`config.mk`:
```
export PLATFORM = sky130hd
export DESIGN_NAME = smpc_ctrl
export DESIGN_NICKNAME = d
export VERILOG_FILES = /design/src/pkg/smpc_pkg.sv /design/src/rtl/smpc_wait.sv /design/src/rtl/smpc_ctrl.sv
export VERILOG_INCLUDE_DIRS = /design/src /design/src/pkg
export SDC_FILE = /design/constraint.sdc
export NUM_CORES = 1
export LEC_CHECK = 0
export ABC_AREA = 1
export BUFFER_PORTS_ARGS = -buffer_cell sky130_fd_sc_hd__buf_2
export CORE_ASPECT_RATIO = 0.7
export CORE_MARGIN = 8
export CORE_UTILIZATION = 40
export DETAILED_ROUTE_END_ITERATION = 7
export SYNTH_ARGS = -nofsm -noshare
export SYNTH_HDL_FRONTEND = slang
export SYNTH_HIERARCHICAL = 1
export SYNTH_SLANG_ARGS = --single-unit
```
`constraint.sdc`:
```
create_clock -name clk -period 3.6 [get_ports clk]
set_input_delay 0.18 -clock clk [delete_from_list [all_inputs] [get_ports clk]]
set_output_delay 0.18 -clock clk [all_outputs]
set_load 0.02 [all_outputs]
```
`src/pkg/smpc_consts.svh`:
```
// constants of the sleep mode power controller
// Notes on behaviour
// sleep needs enable bit, then sleep instruction
// interrupt wake: stall four cycles after startup
// register file and data memory kept unchanged
// reset during sleep restarts at reset vector
// mode 000 idle stops core and flash clocks
// idle wakes on any enabled interrupt
// idle or noise mode starts a conversion
// mode 001 also stops peripheral clock
// noise mode wakes on listed sources only
// mode 010 power-down stops every generated clock
// power-down wakes on listed sources only
// level wake must be held by source
// power-down wake waits fuse start-up time
// mode 011 power-save keeps async timer counting
// power-save timer wake needs both enables
// power-save oscillators follow timer clock choice
// mode 110 with crystal gives standby
// standby resumes within six clock cycles
// gate bit stops peripheral clock, freezes state
// clearing gate bit restarts in held state
// gating applies in active and idle only; the gate bits here also stop the ADC clock in noise and the ATIM clock in noise and power-save
// control register layout, upper bits zero
// codes 100, 101, 111 are reserved
// gate register bit map, bit 4 zero
// reserved code makes sleep a no-op
// sleep without enable is a no-op
`ifndef SMPC_CONSTS_SVH
`define SMPC_CONSTS_SVH
`define SMPC_SLEEP_EN_BIT  0
`define SMPC_MODE_LSB      1
`define SMPC_MODE_MSB      3
`define SMPC_CTRL_MASK     8'h0F
`define SMPC_CTRL_RST      8'h00
`define SMPC_GATE_MASK     8'hEF
`define SMPC_GATE_RST      8'h00
`define SMPC_GATE_TWO_WIRE 7
`define SMPC_GATE_ATIM     6
`define SMPC_GATE_TIM0     5
`define SMPC_GATE_TIM1     3
`define SMPC_GATE_SPI      2
`define SMPC_GATE_UART     1
`define SMPC_GATE_ADC      0
`define SMPC_MODE_IDLE     3'h0
`define SMPC_MODE_NOISE    3'h1
`define SMPC_MODE_PDOWN    3'h2
`define SMPC_MODE_PSAVE    3'h3
`define SMPC_MODE_STBY     3'h6
`define SMPC_IRQ_STALL     4
`define SMPC_STBY_CYC      6
`define SMPC_CNT_W         16
`endif

```
`src/pkg/smpc_pkg.sv`:
```
// types of the sleep mode power controller
package smpc_pkg;
   typedef enum logic [2:0] {
      SMPC_RUN   = 3'h0,
      SMPC_SLEEP = 3'h1,
      SMPC_START = 3'h2,
      SMPC_STALL = 3'h3
   } smpc_state_e;

   // clock domain enables, high = running
   typedef struct packed {
      logic cpu;
      logic flash;
      logic io;
      logic adc;
      logic asy;
      logic main_osc;
      logic timer_osc;
   } smpc_clk_s;

   // wake sources, already qualified by their own enables
   typedef struct packed {
      logic ext_level;
      logic ext_edge;
      logic pin_change;
      logic two_wire_match;
      logic atim_irq;
      logic store_ready;
      logic adc_done;
      logic monitor_irq;
      logic other_irq;
   } smpc_wake_s;
endpackage : smpc_pkg

```
`src/rtl/smpc_wait.sv`:
```
// down counter that times a wake-up delay
module smpc_wait #(
   parameter int W = 16
) (
   // clock and reset
   input  wire logic         clk,
   input  wire logic         srst,
   // control
   input  wire logic         load,
   input  wire logic [W-1:0] count,
   // status
   output logic              done
);
   logic [W-1:0] cnt_r;
   logic         busy_r;

   always_ff @(posedge clk)
   begin
      if (srst || load)
      begin
         cnt_r  <= srst ? '0 : count;
         busy_r <= !srst;
      end
      else if (busy_r)
      begin
         if (cnt_r <= W'(1))
            busy_r <= 1'b0;
         cnt_r <= cnt_r - W'(1);
      end
   end

   assign done = busy_r && (cnt_r <= W'(1));
endmodule : smpc_wait

```
`src/rtl/smpc_ctrl.sv`:
```
// sleep mode and per-peripheral clock gate controller
`include "smpc_consts.svh"
module smpc_ctrl #(
   parameter int CNT_W = `SMPC_CNT_W
) (
   // clock and reset
   input  wire logic                  clk,
   input  wire logic                  srst,
   // register writes from the core
   input  wire logic                  ctrl_we,
   input  wire logic [7:0]            ctrl_wdata,
   input  wire logic                  gate_we,
   input  wire logic [7:0]            gate_wdata,
   // register read-back
   output logic [7:0]                 ctrl_rdata,
   output logic [7:0]                 gate_rdata,
   // core handshake
   input  wire logic                  sleep_exec,
   input  wire logic                  irq_global_en,
   output logic                       core_halt,
   output logic                       sleeping,
   output logic                       reset_vector,
   // wake sources from interrupt system
   input  wire smpc_pkg::smpc_wake_s  wake_in,
   input  wire logic                  wake_reset,
   // configuration
   input  wire logic                  xtal_selected,
   input  wire logic                  atim_async,
   input  wire logic                  atim_enabled,
   input  wire logic                  adc_enabled,
   input  wire logic [CNT_W-1:0]      fuse_startup,
   // clock enables and side effects
   output smpc_pkg::smpc_clk_s        clk_en,
   output logic [7:0]                 periph_clk_en,
   output logic                       atim_sync_clk_en,
   output logic                       adc_start
);
   import smpc_pkg::*;

   // ************************************************
   // registers
   // ************************************************
   logic [7:0]  ctrl_r;
   logic [7:0]  gate_r;
   logic [2:0]  mode_r;
   smpc_state_e st_r;
   smpc_state_e st_nxt;
   logic        rstvec_r;
   logic        adc_start_r;
   logic        wait_load;
   logic [CNT_W-1:0] wait_cnt;
   logic        wait_done;
   logic        stall_load;
   logic        stall_done;
   logic        wake_any;
   logic        go_sleep;

   function automatic logic mode_legal(input logic [2:0] m,
                                       input logic       xtal);
      mode_legal = (m == `SMPC_MODE_IDLE) || (m == `SMPC_MODE_NOISE) ||
                   (m == `SMPC_MODE_PDOWN) || (m == `SMPC_MODE_PSAVE) ||
                   ((m == `SMPC_MODE_STBY) && xtal);
   endfunction : mode_legal

   function automatic logic mode_deep(input logic [2:0] m);
      mode_deep = (m == `SMPC_MODE_PDOWN) || (m == `SMPC_MODE_PSAVE) ||
                  (m == `SMPC_MODE_STBY);
   endfunction : mode_deep

   always_ff @(posedge clk)
   begin
      if (srst)
         ctrl_r <= `SMPC_CTRL_RST;
      else if (ctrl_we)
         ctrl_r <= ctrl_wdata & `SMPC_CTRL_MASK;
   end

   always_ff @(posedge clk)
   begin
      if (srst)
         gate_r <= `SMPC_GATE_RST;
      else if (gate_we)
         gate_r <= gate_wdata & `SMPC_GATE_MASK;
   end

   assign ctrl_rdata = ctrl_r;
   assign gate_rdata = gate_r;

   // ************************************************
   // sleep sequencing
   // ************************************************
   // no-op unless enabled and a legal mode is chosen
   assign go_sleep = sleep_exec && ctrl_r[`SMPC_SLEEP_EN_BIT] &&
      mode_legal(ctrl_r[`SMPC_MODE_MSB:`SMPC_MODE_LSB],
                 xtal_selected);

   always_comb
   begin
      wake_any = 1'b0;
      unique case (mode_r)
         `SMPC_MODE_IDLE:
            wake_any = |wake_in;
         `SMPC_MODE_NOISE:
            wake_any = wake_in.adc_done || wake_in.monitor_irq ||
                       wake_in.two_wire_match || wake_in.store_ready ||
                       wake_in.ext_level || wake_in.pin_change ||
                       (wake_in.atim_irq && atim_async);
         `SMPC_MODE_PSAVE:
            wake_any = wake_in.monitor_irq || wake_in.two_wire_match ||
                       wake_in.ext_level || wake_in.pin_change ||
                       (wake_in.atim_irq && irq_global_en);
         default:
            wake_any = wake_in.monitor_irq || wake_in.two_wire_match ||
                       wake_in.ext_level || wake_in.pin_change;
      endcase
   end

   always_comb
   begin
      st_nxt = st_r;
      unique case (st_r)
         SMPC_RUN:
            if (go_sleep)
               st_nxt = SMPC_SLEEP;
         SMPC_SLEEP:
            if (wake_any)
               st_nxt = SMPC_START;
         SMPC_START:
            if (wait_done)
               st_nxt = SMPC_STALL;
         SMPC_STALL:
            if (stall_done)
               st_nxt = SMPC_RUN;
         default:
            st_nxt = SMPC_RUN;
      endcase
   end

   // reset wakes the core straight to the vector
   always_ff @(posedge clk)
   begin
      if (srst)
         st_r <= SMPC_RUN;
      else if (wake_reset)
         st_r <= SMPC_RUN;
      else
         st_r <= st_nxt;
   end

   always_ff @(posedge clk)
   begin
      if (srst)
         rstvec_r <= 1'b0;
      else
         rstvec_r <= wake_reset && (st_r != SMPC_RUN);
   end
   assign reset_vector = rstvec_r;

   always_ff @(posedge clk)
   begin
      if (srst)
         mode_r <= `SMPC_MODE_IDLE;
      else if (st_r == SMPC_RUN && go_sleep)
         mode_r <= ctrl_r[`SMPC_MODE_MSB:`SMPC_MODE_LSB];
   end

   // start-up delay: fuse time for deep modes, six for standby
   assign wait_load = (st_r == SMPC_SLEEP) && wake_any && !wake_reset;
   always_comb
   begin
      if (mode_r == `SMPC_MODE_STBY)
         wait_cnt = CNT_W'(`SMPC_STBY_CYC);
      else if (mode_deep(mode_r))
         wait_cnt = fuse_startup;
      else
         wait_cnt = CNT_W'(1);
   end

   smpc_wait #(.W(CNT_W)) u_startup (
      .clk   (clk),
      .srst  (srst || wake_reset),
      .load  (wait_load),
      .count (wait_cnt),
      .done  (wait_done)
   );

   assign stall_load = (st_r == SMPC_START) && wait_done;
   smpc_wait #(.W(CNT_W)) u_stall (
      .clk   (clk),
      .srst  (srst || wake_reset),
      .load  (stall_load),
      .count (CNT_W'(`SMPC_IRQ_STALL)),
      .done  (stall_done)
   );

   // core only halted; its storage is never touched here
   assign core_halt = (st_r != SMPC_RUN);
   assign sleeping  = (st_r == SMPC_SLEEP);

   // ************************************************
   // clock domains
   // ************************************************
   always_comb
   begin
      clk_en = '{cpu:1'b1, flash:1'b1, io:1'b1, adc:1'b1, asy:1'b1,
                 main_osc:1'b1, timer_osc:atim_async};
      atim_sync_clk_en = 1'b1;
      if (st_r == SMPC_SLEEP)
      begin
         clk_en.cpu   = 1'b0;
         clk_en.flash = 1'b0;
         unique case (mode_r)
            `SMPC_MODE_IDLE: ;
            `SMPC_MODE_NOISE:
               clk_en.io = 1'b0;
            `SMPC_MODE_PSAVE:
            begin
               clk_en.io  = 1'b0;
               clk_en.adc = 1'b0;
               clk_en.asy = atim_enabled && atim_async;
               clk_en.timer_osc = atim_enabled && atim_async;
               clk_en.main_osc  = atim_enabled && !atim_async;
               atim_sync_clk_en = atim_enabled && !atim_async;
            end
            `SMPC_MODE_STBY:
            begin
               clk_en.io  = 1'b0;
               clk_en.adc = 1'b0;
               clk_en.asy = 1'b0;
               clk_en.timer_osc = 1'b0;
               atim_sync_clk_en = 1'b0;
            end
            default:
            begin
               clk_en = '0;
               atim_sync_clk_en = 1'b0;
            end
         endcase
      end
   end

   // gate bits act on top of the mode's own stops
   genvar g;
   generate
      for (g = 0; g < 8; g++)
      begin : g_gate
         if (g == `SMPC_GATE_ADC)
            assign periph_clk_en[g] = clk_en.adc && !gate_r[g];
         else if (g == `SMPC_GATE_ATIM)
            assign periph_clk_en[g] = (clk_en.io || atim_sync_clk_en)
                                      && !gate_r[g];
         else
            assign periph_clk_en[g] = clk_en.io && !gate_r[g];
      end
   endgenerate

   // one pulse on entry to idle or noise mode
   always_ff @(posedge clk)
   begin
      if (srst)
         adc_start_r <= 1'b0;
      else
         adc_start_r <= (st_r == SMPC_RUN) && go_sleep && adc_enabled &&
            (ctrl_r[`SMPC_MODE_MSB:`SMPC_MODE_LSB] <= `SMPC_MODE_NOISE);
   end
   assign adc_start = adc_start_r;

   // ************************************************
   // assertions
   // ************************************************
   no_enable_a: assert property (@(posedge clk) disable iff (srst)
      (st_r == SMPC_RUN && sleep_exec && !ctrl_r[0]) |=> !sleeping)
      else $error("slept without enable");
   enter_a: assert property (@(posedge clk) disable iff (srst)
      (go_sleep && st_r == SMPC_RUN && !wake_reset) |=> sleeping)
      else $error("sleep not entered");
   reserved_a: assert property (@(posedge clk) disable iff (srst)
      (st_r == SMPC_RUN && ctrl_r[3:1] inside {3'h4, 3'h5, 3'h7})
      |=> st_r == SMPC_RUN)
      else $error("reserved mode slept");
   idle_clk_a: assert property (@(posedge clk) disable iff (srst)
      (sleeping && mode_r == 3'h0) |-> (!clk_en.cpu && clk_en.io))
      else $error("idle clocks wrong");
   pdown_clk_a: assert property (@(posedge clk) disable iff (srst)
      (sleeping && mode_r == 3'h2) |-> clk_en == '0)
      else $error("power-down clocks wrong");
   noise_clk_a: assert property (@(posedge clk) disable iff (srst)
      (sleeping && mode_r == 3'h1) |-> (!clk_en.io && clk_en.adc))
      else $error("noise clocks wrong");
   stby_wake_a: assert property (@(posedge clk) disable iff
      (srst || wake_reset)
      (sleeping && mode_r == 3'h6 && wake_any) |=> ##[5:7] st_r ==
      SMPC_STALL)
      else $error("standby start-up wrong");
   stall_a: assert property (@(posedge clk) disable iff
      (srst || wake_reset)
      $rose(st_r == SMPC_STALL) |-> (st_r == SMPC_STALL) [*4]
      ##1 st_r == SMPC_RUN)
      else $error("stall not four cycles");
   reset_wake_a: assert property (@(posedge clk) disable iff (srst)
      (sleeping && wake_reset) |=> (reset_vector && !core_halt))
      else $error("reset did not wake");
   gate_a: assert property (@(posedge clk) disable iff (srst)
      gate_r[5] |-> !periph_clk_en[5])
      else $error("gate bit ignored");
   rsvd_bits_a: assert property (@(posedge clk) disable iff (srst)
      ctrl_rdata[7:4] == 4'h0 && !gate_rdata[4])
      else $error("reserved bits set");

   idle_cov_c: cover property (@(posedge clk) sleeping && mode_r == 3'h0);
   pdown_cov_c: cover property (@(posedge clk) sleeping && mode_r == 3'h2);
   psave_cov_c: cover property (@(posedge clk) sleeping && mode_r == 3'h3);
   wake_cov_c: cover property (@(posedge clk) st_r == SMPC_STALL);
endmodule : smpc_ctrl

```
==> results.txt <==
----------------------------------------------------
[Timing]
  Fmax ... about 350 MHz
  Setup repair after global routing missed its margin ... false
  Final Cycle Share ... 79.0%
  Accumulated negative setup slack ... 0 ns
  Least-Margin Pin Slew ... approximately 0.74 ns
  Period minus WS final ... around 2.8 ns
  Layout Skew ... about 0.0080 ns
  Worst-case hold slack ... a little over 0.1 ns
  Number of hold-slack violations in the final timing report ... 0
  Final setup viols ... 0
  Max Transition Viols Final ... 0
  Slew headroom ... roughly 51%
  Min setup slack post-route ... 0.756 ns

[Yosys]
  Number of flip-flops and latches in the synthesized netlist ... 52
  Total standard cell area after synthesis ... 3470 um2
  Number of cells produced by synthesis ... 515
  Seq/Total Area, Yosys ... approximately 39%
  Post-synthesis cell type count ... 28
  Fraction of synthesis flops using an asynchronous set or reset pin ... 0%
  Most used flip-flop cell after synthesis ... sky130_fd_sc_hd__edfxtp_1
  Number of synthesized flops with an enable pin ... 32
  Yosys Warn Count ... 6
  Synthesized area divided by synthesized cell count ... 6.73 um2

[Worst hold path]
  Worst hold path startpoint ... srst
  End point of the worst hold path ... adc_start
  Hold depth ... 2
  Class of the worst hold path ... in2reg

[Clock tree]
  Clock latency on the worst-skew pair ... around 0.29 ns
  Root Buffer ... sky130_fd_sc_hd__clkbuf_16
  Total of cells resized after clock tree synthesis ... 0
  Total CTS buffers ... 5
  CTS H-Tree Depth ... 2
  Largest buffer count on any clock path ... 2
  Worst-path clk slew ... ~0.070 ns
  Cts-stage hold buffer count ... 0
  CTS tree ... built
  Count of buffers added by post-CTS timing repair for setup ... 0
  Clock sink count ... 52

[Floorplanning]
  Die X ... ~130 um
  Vertical extent of the die ... around 94 um
  Placement row count ... 28
  Initial standard-cell utilization of the core ... 41.1%
  Floorplan core area ... 8440 um2
  Full die area ... roughly 12000 um2
  Num ports ... between 80 and 90

[Cells and area]
  Post-synthesis to final-layout area growth ... 19.6%
  Final antenna diode count ... 0
  Share of final-layout standard cells stronger than drive strength 1 ... 18.6%
  Post-layout utilization of the core ... between 40% and 50%
  Final-stage net count ... between 600 and 700
  Number of inserted filler cells in the final layout ... around 830

[Critical path]
  Crit Path Max Fanout ... 12
  Count of cells along the worst register-to-register path ... 12
  Kind of critical path ... reg2reg
  Arr. time, crit path ... about 2.8 ns
  Max stage delay on crit path ... 0.46 ns
  Kind of start point of the critical path ... flip-flop
  Crit path cell chain ... inv_1 -> ha_1 -> o211a_1 -> nand3_1 -> nor2_1 -> nand2_1 -> inv_1 -> inv_1 -> nand2_1 -> inv_1 -> nand2_1 -> buf_4
  Worst EP required ... around 3.6 ns
  Reg-to-reg critical path startpoint ... u_startup/cnt_r[0]
  Register-to-register path setup slack ... around 0.76 ns
  Category of the worst setup path capture point ... flip-flop
  Worst R2R End ... u_stall/cnt_r[5]
  Cell mode on critical path ... sky130_fd_sc_hd__inv_1
  Critical path's slowest cell ... sky130_fd_sc_hd__edfxtp_1

[Drt]
  Drt via density ... around 4.4
  Vias ... about 3200
  Remaining routing DRC violations ... 0
  1st-iter DRT viols ... 152
  Routed len/inst ... approximately 12 um
  Final Routed Wirelength ... 8410 um
  Number of optimization iterations in the first detailed-route pass ... 4
  Routed Antenna Nets ... 0

[Placement]
  Port Buffers ... 77
  Estimated wirelength of the detail-placed design ... approximately 6800 um
  Setup Slack @ Placement ... roughly 0.74 ns
  Final weighted congestion in routability-driven placement ... roughly 0.85

[Flow run]
  Max-Cap Viols ... 0

[Global routing]
  Wire length of the first global-routing pass ... roughly 15000 um
  Antenna violations before repair ... 0
  Overflow left after global routing ... 0
  Largest net degree at the start of global routing ... 18
  Vias in the first global route ... 3258
  Gr usage total ... 14.8%

[Power]
  Leak ... between 2 and 2.5 nW
  Peak ir drop on the vdd network ... slightly above 200 uV
  Power density cells ... between 300 and 400 nW/um2

[Status]
  Status ... finished clean

----------------------------------------------------
==> per-stage QoR <==
stage                     total power (W)  instances  instance area [um2]
after floorplan                  0.000986        534                 3540
after global placement            0.00108        719                 4000
after detailed placement          0.00109        719                 4000
after CTS                         0.00156        727                 4150
after global routing              0.00165        727                 4150
final                             0.00155        727                 4150
==> routing by layer <==
metal	vias up	routed length (um)	part of all wire [%]	track usage (%)
met2	88	3050	36	21.6
li1	1754	-	-	-
met5	-	0	0	0
met1	1361	4720	56	20.8
met3	4	604	7.2	5.22
met4	0	44	0.52	2.47
==> cell usage after synthesis (4+ instances only) <==
cell | count | area share, %
sky130_fd_sc_hd__nand2_1 | 152 | 16
sky130_fd_sc_hd__nor2_1 | 97 | 11
sky130_fd_sc_hd__inv_1 | 75 | 8.1
sky130_fd_sc_hd__nand3_1 | 34 | 4.9
sky130_fd_sc_hd__edfxtp_1 | 32 | 28
sky130_fd_sc_hd__o21ai_0 | 27 | 3.9
sky130_fd_sc_hd__dfxtp_1 | 20 | 12
sky130_fd_sc_hd__a21oi_1 | 14 | 2.0
sky130_fd_sc_hd__nor2_2 | 11 | 2.0
sky130_fd_sc_hd__ha_1 | 8 | 2.9
sky130_fd_sc_hd__buf_4 | 7 | 1.5
sky130_fd_sc_hd__buf_2 | 5 | 0.72
sky130_fd_sc_hd__nand2_2 | 5 | 0.90
sky130_fd_sc_hd__nor2_4 | 4 | 1.3
sky130_fd_sc_hd__nor3_1 | 4 | 0.58
==> worst max-delay path by stage <==
stage	depth (start not counted)	startpoint	end
floorplan	12	u_startup/cnt_r[0]	u_stall/cnt_r[0]
global placement	12	u_startup/cnt_r[0]	u_stall/cnt_r[12]
detailed placement	12	u_startup/cnt_r[0]	u_stall/cnt_r[13]
global route	12	u_startup/cnt_r[0]	u_stall/cnt_r[14]
CTS	12	u_startup/cnt_r[0]	u_stall/cnt_r[13]
finish	12	u_startup/cnt_r[0]	u_stall/cnt_r[5]
==> power breakdown <==
part           internal, W  total [W]  switching [W]
logic             0.000119   0.000346       0.000227
clock network     0.000260   0.000478       0.000218
registers         0.000682   0.000728      0.0000457
==> kinds of logic after synthesis <==
| family | synth area share (%) |
|---|---|
| AO/OA/AOI/OAI | 6.89 |
| XOR/XNOR | 1.01 |
| adder cells (fa/ha/maj) | 2.89 |
| buffers and inverters | 10.6 |
| flip-flops | 39.3 |
| other | 0.217 |
| AND/OR/NAND/NOR | 39.2 |
==> cell usage in the layout (no fill, tap or decap) <==
| master | n |
|---|---|
| sky130_fd_sc_hd__nor3_1 | 4 |
| sky130_fd_sc_hd__nor2_8 | 1 |
| sky130_fd_sc_hd__o21ai_0 | 27 |
| sky130_fd_sc_hd__dfxtp_1 | 20 |
| sky130_fd_sc_hd__edfxtp_1 | 32 |
| sky130_fd_sc_hd__conb_1 | 21 |
| sky130_fd_sc_hd__inv_1 | 75 |
| sky130_fd_sc_hd__xor2_1 | 2 |
| sky130_fd_sc_hd__a21oi_1 | 14 |
| sky130_fd_sc_hd__nor2_1 | 97 |
| sky130_fd_sc_hd__inv_2 | 1 |
| sky130_fd_sc_hd__buf_4 | 1 |
| sky130_fd_sc_hd__inv_4 | 1 |
| sky130_fd_sc_hd__nor2_4 | 4 |
| sky130_fd_sc_hd__xnor2_1 | 2 |
| sky130_fd_sc_hd__nand2_2 | 5 |
| sky130_fd_sc_hd__or2_1 | 2 |
| sky130_fd_sc_hd__inv_6 | 1 |
| sky130_fd_sc_hd__clkinv_2 | 1 |
| sky130_fd_sc_hd__nor4_2 | 1 |
| sky130_fd_sc_hd__nand2_4 | 2 |
| sky130_fd_sc_hd__a211oi_1 | 1 |
| sky130_fd_sc_hd__nor2_2 | 11 |
| sky130_fd_sc_hd__nand3_1 | 34 |
| sky130_fd_sc_hd__o211a_1 | 2 |
| sky130_fd_sc_hd__clkbuf_16 | 5 |
| sky130_fd_sc_hd__buf_2 | 77 |
| sky130_fd_sc_hd__o22ai_1 | 1 |
| sky130_fd_sc_hd__nand3_2 | 2 |
| sky130_fd_sc_hd__nand2_1 | 152 |
| sky130_fd_sc_hd__ha_1 | 8 |
==> registers in the layout, indices dropped and copies added, names as in the netlist <==
| register | count |
|---|---|
| u_stall/cnt_r | 16 |
| u_startup/cnt_r | 16 |
| gate_rdata | 7 |
| ctrl_rdata | 4 |
| mode_r | 3 |
| st_r | 2 |
| adc_start | 1 |
| reset_vector | 1 |
| u_stall/busy_r | 1 |
| u_startup/busy_r | 1 |
==> critical path, delay by kind of cell, from the launching register on <==
family | cells | cell delay [ns]
AO/OA/AOI/OAI | 1 | 0.17
adder cells (fa/ha/maj) | 1 | 0.31
buffers and inverters | 5 | 0.77
flip-flops | 1 | 0.46
AND/OR/NAND/NOR | 5 | 0.84
==> cell type report <==
type	instances	area (um2)	area share [%]
clock inverter	3	20.0	0.483
inverter	76	285	6.88
multi-input combinational	393	1810	43.7
timing repair buffer	78	393	9.48
tap	120	150	3.62
clock buffer	5	125	3.02
sequential	52	1360	32.8
Note: power is estimated with default switching activity, not from simulation.
